--- src/common/rps_pkg.sv ---
// Constants, state codes and a helper function for the status and configuration port.
// Assumes a single 50 MHz core clock and an active-low asynchronous reset.
//
// Notes on behaviour
// - Reserved status fields always read as zero.
// - Primary bit 4 reads one, bit 3 unused.
// - Poisoned completion with parity response sets primary 8.
// - Primary bits 11 to 13 never set.
// - Error message with both enables sets primary 14.
// - Upstream error message with enable sets primary 14.
// - Poisoned downstream transmit sets primary 15.
// - Secondary 8: poisoned completion or write, enabled.
// - User completer abort sets secondary 11.
// - Completer-abort completion status sets secondary 12.
// - Unsupported-request completion status sets secondary 13.
// - Any received error message sets secondary 14.
// - Any received poisoned packet sets secondary 15.
// - Read returns addressed register when done strobes.
// - Only read-write bits accept writes.
// - Writes update only enabled bytes.
package rps_pkg;

  // ==========================================================================
  // Register offsets in bytes.
  localparam logic [11:0] CMD_OFS     = 12'h004;
  localparam logic [11:0] PRI_STS_OFS = 12'h006;
  localparam logic [11:0] SEC_STS_OFS = 12'h01E;
  localparam logic [11:0] BRG_CTL_OFS = 12'h03E;

  // ==========================================================================
  // Field positions.
  localparam int CMD_PERR_RESP_BIT = 6;
  localparam int CMD_SERR_EN_BIT   = 8;
  localparam int BRG_PERR_RESP_BIT = 0;
  localparam int BRG_SERR_EN_BIT   = 1;
  localparam int STS_CAP_LIST_BIT  = 4;
  localparam int STS_MDPE_BIT      = 8;
  localparam int STS_STA_BIT       = 11;
  localparam int STS_RTA_BIT       = 12;
  localparam int STS_RMA_BIT       = 13;
  localparam int STS_SSE_BIT       = 14;
  localparam int STS_DPE_BIT       = 15;

  // ==========================================================================
  // Masks, reset values and completion status codes.
  localparam logic [15:0] CMD_RW_MASK   = 16'h0547;
  localparam logic [15:0] BRG_RW_MASK   = 16'h0003;
  localparam logic [15:0] PRI_W1C_MASK  = 16'hF900;
  localparam logic [15:0] SEC_W1C_MASK  = 16'hF900;
  localparam logic [15:0] CMD_RESET     = 16'h0000;
  localparam logic [15:0] BRG_RESET     = 16'h0000;
  localparam logic [15:0] STS_RESET     = 16'h0000;
  localparam logic [2:0]  CPL_STS_UR    = 3'h1;
  localparam logic [2:0]  CPL_STS_CA    = 3'h4;

  // ==========================================================================
  // Access sequencer states.
  typedef enum logic [2:0] {
    ST_IDLE = 3'b001,
    ST_EXEC = 3'b010,
    ST_DONE = 3'b100
  } rps_state_t;

  // Expands two byte enables to a 16-bit mask.
  function automatic logic [15:0] rps_lane_mask(input logic [1:0] be);
    rps_lane_mask = {{8{be[1]}}, {8{be[0]}}};
  endfunction

endpackage

--- src/common/rps_flag_if.sv ---
// Interface carrying set and clear vectors to a bank of sticky flags.
// Assumes both ends run on the same core clock.
`timescale 1ns/1ps
interface rps_flag_if #(
  parameter int W = 16
);
  logic [W-1:0] setVec;
  logic [W-1:0] clrVec;
  logic [W-1:0] flags;

  modport owner (
    input  setVec,
    input  clrVec,
    output flags
  );

  modport user (
    output setVec,
    output clrVec,
    input  flags
  );
endinterface

--- src/verilog/rps_sticky_bank.sv ---
// Bank of sticky flags set by hardware events and cleared by writes.
// Assumes set and clear vectors come from logic on the same clock.
`timescale 1ns/1ps
module rps_sticky_bank
  import rps_pkg::*;
#(
  parameter int W = 16
) (
  // Clock, reset and enable.
  input wire logic core_clk,
  input wire logic nrst,
  input wire logic clkEn,
  // Flag vectors.
  rps_flag_if.owner fl
);

  logic [W-1:0] flags_reg;

  // ==========================================================================
  // Flag storage.
  // Set wins over clear when both land in the same cycle.
  always_ff @(posedge core_clk or negedge nrst) begin
    if (!nrst) begin
      flags_reg <= W'(STS_RESET);
    end else if (clkEn) begin
      flags_reg <= (flags_reg & ~fl.clrVec) | fl.setVec;
    end
  end

  assign fl.flags = flags_reg;

endmodule

--- src/verilog/rps_cfg_port.sv ---
// Root port status registers and configuration management port.
// Assumes all event inputs are single-cycle pulses on the core clock.
`timescale 1ns/1ps
module rps_cfg_port
  import rps_pkg::*;
(
  // Clock, reset and enable.
  input  wire logic        core_clk,
  input  wire logic        nrst,
  input  wire logic        clkEn,
  // Management port.
  input  wire logic [9:0]  mgmtDwAddr,
  input  wire logic [31:0] mgmt_write_data,
  input  wire logic [3:0]  mgmtByteEn,
  input  wire logic        mgmtRdReq,
  input  wire logic        mgmtWrReq,
  output logic      [31:0] mgmtReadData,
  output logic             mgmtAccessDone,
  // Received completions.
  input  wire logic        rxCplValid,
  input  wire logic        rxCplPoisoned,
  input  wire logic [2:0]  rxCplStatus,
  // Any received packet.
  input  wire logic        rxPktValid,
  input  wire logic        rxPktPoisoned,
  // Received fatal or non-fatal error message.
  input  wire logic        rxErrMsg,
  // Transmitted downstream packets.
  input  wire logic        txPktValid,
  input  wire logic        txPktPoisoned,
  input  wire logic        txPktIsWrite,
  // Message output and user error report.
  input  wire logic        msgErrUpstream,
  input  wire logic        usrCplAbort,
  // Control bits seen by the rest of the core.
  output logic             parityErrRespEn,
  output logic             system_error_enable,
  output logic             secParityErrRespEn,
  output logic             secSystemErrorEnable
);

  // ==========================================================================
  // Dword addresses of the mapped words.
  localparam logic [9:0] CMD_DW = CMD_OFS[11:2];
  localparam logic [9:0] SEC_DW = SEC_STS_OFS[11:2];
  localparam logic [9:0] BRG_DW = BRG_CTL_OFS[11:2];

  // ==========================================================================
  // Declarations.
  rps_state_t  state_reg;
  rps_state_t  state_next;
  logic [9:0]  addr_reg;
  logic [31:0] wdata_reg;
  logic [3:0]  be_reg;
  logic        isWrite_reg;
  logic [15:0] cmd_reg;
  logic [15:0] cmd_next;
  logic [15:0] brg_reg;
  logic [15:0] brg_next;
  logic [31:0] rdata_reg;
  logic [31:0] rdata_next;
  logic        done_reg;
  logic        execWrite;
  logic [15:0] upperMask;
  logic [15:0] lowerMask;
  logic [15:0] priReadVal;
  logic [15:0] secReadVal;
  logic        rxCplPoison;
  logic        rxPoisonAny;
  logic        txPoisonWrite;

  rps_flag_if #(.W(16)) priIf ();
  rps_flag_if #(.W(16)) secIf ();

  // ==========================================================================
  // Sticky status banks.
  rps_sticky_bank #(
    .W(16)
  ) u_pri (
    .core_clk (core_clk),
    .nrst     (nrst),
    .clkEn    (clkEn),
    .fl       (priIf)
  );

  rps_sticky_bank #(
    .W(16)
  ) u_sec (
    .core_clk (core_clk),
    .nrst     (nrst),
    .clkEn    (clkEn),
    .fl       (secIf)
  );

  // ==========================================================================
  // Access sequencer.
  always_comb begin
    state_next = state_reg;
    unique case (state_reg)
      ST_IDLE: begin
        if (mgmtRdReq || mgmtWrReq) begin
          state_next = ST_EXEC;
        end
      end
      ST_EXEC: begin
        state_next = ST_DONE;
      end
      ST_DONE: begin
        state_next = ST_IDLE;
      end
      default: begin
        state_next = ST_IDLE;
      end
    endcase
  end

  always_ff @(posedge core_clk or negedge nrst) begin
    if (!nrst) begin
      state_reg <= ST_IDLE;
    end else if (clkEn) begin
      state_reg <= state_next;
    end
  end

  // ==========================================================================
  // Request capture.
  // Address, data and enables are held for the whole access.
  always_ff @(posedge core_clk or negedge nrst) begin
    if (!nrst) begin
      addr_reg    <= '0;
      wdata_reg   <= '0;
      be_reg      <= '0;
      isWrite_reg <= 1'b0;
    end else if (clkEn && state_reg == ST_IDLE && (mgmtRdReq || mgmtWrReq)) begin
      addr_reg    <= mgmtDwAddr;
      wdata_reg   <= mgmt_write_data;
      be_reg      <= mgmtByteEn;
      isWrite_reg <= mgmtWrReq;
    end
  end

  assign execWrite = (state_reg == ST_EXEC) && isWrite_reg;
  assign lowerMask = rps_lane_mask(be_reg[1:0]);
  assign upperMask = rps_lane_mask(be_reg[3:2]);

  // ==========================================================================
  // Writable control registers.
  // Only read-write bits in enabled byte lanes take the new value.
  always_comb begin
    cmd_next = cmd_reg;
    brg_next = brg_reg;
    if (execWrite && addr_reg == CMD_DW) begin
      cmd_next = (cmd_reg & ~(CMD_RW_MASK & lowerMask))
               | (wdata_reg[15:0] & CMD_RW_MASK & lowerMask);
    end
    if (execWrite && addr_reg == BRG_DW) begin
      brg_next = (brg_reg & ~(BRG_RW_MASK & upperMask))
               | (wdata_reg[31:16] & BRG_RW_MASK & upperMask);
    end
  end

  always_ff @(posedge core_clk or negedge nrst) begin
    if (!nrst) begin
      cmd_reg <= CMD_RESET;
      brg_reg <= BRG_RESET;
    end else if (clkEn) begin
      cmd_reg <= cmd_next;
      brg_reg <= brg_next;
    end
  end

  assign parityErrRespEn      = cmd_reg[CMD_PERR_RESP_BIT];
  assign system_error_enable  = cmd_reg[CMD_SERR_EN_BIT];
  assign secParityErrRespEn   = brg_reg[BRG_PERR_RESP_BIT];
  assign secSystemErrorEnable = brg_reg[BRG_SERR_EN_BIT];

  // ==========================================================================
  // Write-one-to-clear requests to the status banks.
  always_comb begin
    priIf.clrVec = '0;
    secIf.clrVec = '0;
    if (execWrite && addr_reg == CMD_DW) begin
      priIf.clrVec = wdata_reg[31:16] & upperMask & PRI_W1C_MASK;
    end
    if (execWrite && addr_reg == SEC_DW) begin
      secIf.clrVec = wdata_reg[31:16] & upperMask & SEC_W1C_MASK;
    end
  end

  // ==========================================================================
  // Event decode.
  assign rxCplPoison   = rxCplValid && rxCplPoisoned;
  assign rxPoisonAny   = (rxPktValid && rxPktPoisoned) || rxCplPoison;
  assign txPoisonWrite = txPktValid && txPktPoisoned && txPktIsWrite;

  // Primary status events.
  always_comb begin
    priIf.setVec = '0;
    priIf.setVec[STS_MDPE_BIT] = parityErrRespEn && rxCplPoison;
    priIf.setVec[STS_STA_BIT]  = 1'b0;
    priIf.setVec[STS_RTA_BIT]  = 1'b0;
    priIf.setVec[STS_RMA_BIT]  = 1'b0;
    priIf.setVec[STS_SSE_BIT]  =
      (rxErrMsg && system_error_enable && secSystemErrorEnable)
      || (msgErrUpstream && system_error_enable);
    priIf.setVec[STS_DPE_BIT]  = txPktValid && txPktPoisoned;
  end

  // Secondary status events.
  always_comb begin
    secIf.setVec = '0;
    secIf.setVec[STS_MDPE_BIT] =
      secParityErrRespEn && (rxCplPoison || txPoisonWrite);
    secIf.setVec[STS_STA_BIT]  = usrCplAbort;
    secIf.setVec[STS_RTA_BIT]  = rxCplValid && rxCplStatus == CPL_STS_CA;
    secIf.setVec[STS_RMA_BIT]  = rxCplValid && rxCplStatus == CPL_STS_UR;
    secIf.setVec[STS_SSE_BIT]  = rxErrMsg;
    secIf.setVec[STS_DPE_BIT]  = rxPoisonAny;
  end

  // ==========================================================================
  // Read values.
  // Reserved fields are masked off and the capability bit is tied high.
  always_comb begin
    priReadVal = priIf.flags & PRI_W1C_MASK;
    priReadVal[STS_CAP_LIST_BIT] = 1'b1;
    secReadVal = secIf.flags & SEC_W1C_MASK;
  end

  always_comb begin
    rdata_next = rdata_reg;
    if (state_reg == ST_EXEC) begin
      unique case (addr_reg)
        CMD_DW:  rdata_next = {priReadVal, cmd_reg};
        SEC_DW:  rdata_next = {secReadVal, 16'h0000};
        BRG_DW:  rdata_next = {brg_reg, 16'h0000};
        default: rdata_next = 32'h0000_0000;
      endcase
    end
  end

  // ==========================================================================
  // Answer registers.
  // Data and done appear together one cycle after the access executes.
  always_ff @(posedge core_clk or negedge nrst) begin
    if (!nrst) begin
      rdata_reg <= '0;
      done_reg  <= 1'b0;
    end else if (clkEn) begin
      rdata_reg <= rdata_next;
      done_reg  <= (state_reg == ST_EXEC);
    end
  end

  assign mgmtReadData   = rdata_reg;
  assign mgmtAccessDone = done_reg;

endmodule

--- config.mk ---
export PLATFORM = sky130hd
export DESIGN_NAME = rps_cfg_port
export DESIGN_NICKNAME = d
export VERILOG_FILES = /design/src/common/rps_pkg.sv /design/src/common/rps_flag_if.sv /design/src/verilog/rps_sticky_bank.sv /design/src/verilog/rps_cfg_port.sv
export SDC_FILE = /design/constraint.sdc
export NUM_CORES = 1
export LEC_CHECK = 0
export ABC_AREA = 1
export BUFFER_PORTS_ARGS = -buffer_cell sky130_fd_sc_hd__buf_2
export CORE_ASPECT_RATIO = 0.5
export CORE_UTILIZATION = 30
export DETAILED_ROUTE_END_ITERATION = 8
export PLACE_DENSITY = 0.48
export SLEW_MARGIN = 20
export SYNTH_ARGS = -nofsm -noshare
export SYNTH_HDL_FRONTEND = slang
export SYNTH_SLANG_ARGS = --single-unit
--- constraint.sdc ---
create_clock -name core_clk -period 2.15 [get_ports core_clk]
set_clock_uncertainty 0.1 [all_clocks]
set_input_delay 0.3225 -clock core_clk [delete_from_list [all_inputs] [get_ports core_clk]]
set_output_delay 0.3225 -clock core_clk [all_outputs]
set_load 0.1 [all_outputs]
Word-level counts from Yosys, hierarchy flattened
Index checks and enable logic that the tools add are counted.
Widths: inputs -> output; s select.
Cells by class
  reduce and logical (&&, ||, !) cells: 25
  bitwise gates (word level): 15
  multiplexer cells: 5
  equality and inequality tests: 8
Operators by type and width (count)
  $pmux 32 s3: 1
  $and 16x16->16: 5
  $or 16x16->16: 4
  $mux 16: 2
  $not 16->16: 2
  $logic_and 1x1->1: 17
  $and 11x16->16: 1
  $and 2x16->16: 1
  $not 11->16: 1
  $not 2->16: 1
  $eq 10x1->1 const B: 1
  $eq 10x3->1 const B: 1
  $eq 10x4->1 const B: 1
  $reduce_and 2->1: 4
  $eq 3x1->1 const B: 2
  $pmux 3 s2: 1
  $logic_or 1x1->1: 4
  $eq 3x2->1 const B: 1
  $eq 3x3->1 const B: 1
  $mux 3: 1
  $ne 2x1->1 const B: 1
Word-level totals
  input port bits: 64
  flip-flop bits (word level): 147

Logic depth before layout (Yosys ltp)
  depth in word-level cells: 7
  depth in mapped cells: 9
  depth with buffers taken out: 9

Hierarchy
A second synthesis with hierarchy kept.
Unflattened totals
  cell total of the unflattened synthesis: 504
  area, all modules: 4071.4 µm²
By module, submodules not included
  rps_cfg_port: area an instance 2730.1 µm², instances 1, cells each 338, sequential area each 1402.6 µm²
  rps_sticky_bank: area an instance 670.6 µm², instances 2, cells each 83, sequential area each 400.4 µm²

Least setup slack after synthesis
No wires, ideal clock.
  path kind: reg-to-reg
  from: register (tool-made name)
  to: register u_pri.flags_reg[14], in the netlist u_pri.fl.flags[14]
  period minus slack after synthesis: 1.483 ns
  cell stages (with the launch flop): 4
  data arrival time: 1.315 ns
  path buffers: 0
  path slack: 0.667 ns
  cell sequence: dfrtp_1 -> a21oi_1 -> nand3b_1 -> nand2_1
RTL lines
  end signal, assigned: line rps_sticky_bank.sv:24  | flags_reg <= W'(STS_RESET);
  end signal, assigned: line rps_sticky_bank.sv:26  | flags_reg <= (flags_reg & ~fl.clrVec) | fl.setVec;
  end, declared: line rps_sticky_bank.sv:17  | logic [W-1:0] flags_reg;

==> impl_metrics.yaml <==
outcome:
  status: "finished, final reports clean"
sta:
  setup_viol: 0
  fin_crit_ps: 1668
  tightest_slew_ps: 610.4
  worst_slack_ps: 482.2
  max-slew-margin-rel: 0.5931
  drv_slew: 0
  finalCritPeriodShare: 0.7757
  finalHoldViolCount: 0
  rsz0062_at_grt: "no"
  max_freq_ghz: 0.5996
  finalSetupTns_ps: 0
setup_path:
  crit_family: "buffers and inverters"
  crit_type: "reg2out"
  reg2reg_slack_ps: 560
  critical_path_depth: 1
  critPathBufInv: 1
  path_cells: "buf_2"
  crit_path_max_fanout: 4
  slowest_delay_ps: 470
  slowest_stage: "buf_2"
  end_kind: "primary output"
  worst_ep_arrival_time_ps: 1250
  startpoint_type: "flop"
  reg2reg_depth: 7
  regToRegStartpoint: "addr_reg[3]"
  cp.required_ps: 1730
power:
  power_density_nw_per_um2: 1151
  leakagePower_nw: 2.200
  peakVddDrop_uv: 377.1
clocking:
  clock-sinks: 68
  htree_levels: 3
  cts_hold_buf: 1
  post_cts_resized: 0
  post_cts_buffers: 0
  cts-root-buf: "clkbuf_16"
  cts.path.max_buffers: 2
  clkTransAtPathRegs_ps: 60
  tritoncts: "built"
  clock_latency_ps: 330
  cts_made_buffers: 9
synth:
  synth-seq-area-share: 0.5306
  syn-mean-instance-area_um2: 8.250
  ys_ff_latch: 68
  synth_cell_types: 26
  synth_warnings: 0
  syn_inst: 389
  netlist_area_um2: 3209
floorplanning:
  coreArea_um2: 10310
  start_util: 0.3112
  rows: 26
  io_pins: 101
  die_w_um: 148.3
  fp.dieArea_um2: 11140
  die_y_um: 75.14
routing:
  viasPerCell: 4.247
  dr.pass1.iters: 4
  first_iter_violations: 143
  drc: 0
  wl_per_cell_um: 12.33
  vias: 2565
  ant_nets: 0
  wirelength_mm: 7.445
placement:
  post-place-ws_ps: 482.6
  port_buffers: 65
  place_congestion: 0.7672
  dp_hpwl_mm: 5.174
cells_and_area:
  num-fill-cells: 1114
  areaGrowthSynthToFinish_pct: 23.70
  n_antenna_cell: 0
  num-nets-final: 523
  drive_gt1_frac: 0.2349
  final_common_cell: "nand2_1"
  layout_common_cells: "nand2_1, dfrtp_1, buf_2"
hold_path:
  min_path_cells: 3
  whs_endpoint: "addr_reg[9]"
  hold_class: "in2reg"
  min_from: "mgmtDwAddr[9]"
run:
  cap_viol_max_count: 0
global_route:
  grt_util_all_layers: 0.1485
  overflow: 0
  antenna_found_initial: 0
  grt_max_degree: 69
  grt_pass1_vias: 2466
  grt_first_pass_wirelength_mm: 12.32
==> synth_stat cells (all sizes together) <==
cell / instances / share of area
inv: 32 / 0.037
nor3: 1 / 0.0031
dfrtp: 67 / 0.52
nand3b: 1 / 0.0023
nand4: 14 / 0.031
o21ai: 22 / 0.034
clkbuf: 3 / 0.0035
nor2: 20 / 0.042
conb: 1 / 0.0012
nand3: 20 / 0.040
a21oi: 2 / 0.0031
nand2: 180 / 0.21
buf: 25 / 0.057
dfstp: 1 / 0.0082
==> worst reg2reg max path, stage by stage, from the launching register on <==
cell and delay [ps]:
dfrtp_1 450, inv_1 110, nand2_1 50, nor2_1 80
nand3_1 190, nor2_4 310, nand4_1 150, nand2_1 90
==> worst max-delay path by stage <==
| stage | slack (ps) | to | startpoint |
|---|---|---|---|
| after floorplan | 670 | u_pri.fl.flags[14] | flop |
| after global placement | 520 | flop | clkEn |
| final | 480 | secParityErrRespEn | flop |
| after detailed placement | 480 | flop | clkEn |
| after global routing | 390 | u_sec.fl.flags[15] | addr_reg[8] |
| after CTS | 460 | secParityErrRespEn | flop |
==> cells by family after synthesis <==
kind of cell           after synthesis  share of synthesized area
buffers and inverters               60                    0.09824
AND/OR/NAND/NOR                    236                     0.3326
AO/OA/AOI/OAI                       24                    0.03743
flip-flops                          68                     0.5306
other                                1                   0.001168
==> metrics by stage <==
stage | hold WS, ps | cell area [um^2] | std cells | total power [mW] | utilization
CTS | 78.72 | 3970 | 604 | 4.623 | 0.3850
floorplan | -73.09 | 3269 | 405 | 2.746 | -
global placement | 277.1 | 3637 | 587 | 3.038 | 0.3527
finish | 85.29 | 3970 | 604 | 4.570 | 0.3850
global route | 92.25 | 3970 | 604 | 4.880 | 0.3850
detailed placement | 280.8 | 3637 | 587 | 3.044 | 0.3527
==> cell type report <==
type | instances | area [um^2] | share of cell area
Tap cell | 140 | 175.2 | 0.04412
Multi-Input combinational cell | 277 | 1251 | 0.3152
Clock buffer | 13 | 280.3 | 0.07060
Sequential cell | 68 | 1703 | 0.4289
Inverter | 32 | 120.1 | 0.03026
Timing Repair Buffer | 71 | 397.9 | 0.1002
Clock inverter | 3 | 42.54 | 0.01072
==> metal layers <==
metal / up-vias / track usage / wire [um]
li1: 1318 / - / -
met1: 1191 / 0.2030 / 3746
met2: 47 / 0.2243 / 3295
met3: 9 / 0.04970 / 328
met4: 0 / 0.04467 / 75
met5: - / 0 / 0
==> where the power goes <==
| group | leakage [nW] | total [mW] | internal (mW) | switching [mW] |
|---|---|---|---|---|
| Sequential | 0.872 | 1.85 | 1.59 | 0.260 |
| Combinational | 1.17 | 1.16 | 0.327 | 0.833 |
| Clock | 0.158 | 1.56 | 1.02 | 0.538 |
| Total | 2.20 | 4.57 | 2.94 | 1.63 |
No activity file was read; power rests on OpenSTA's default activity.
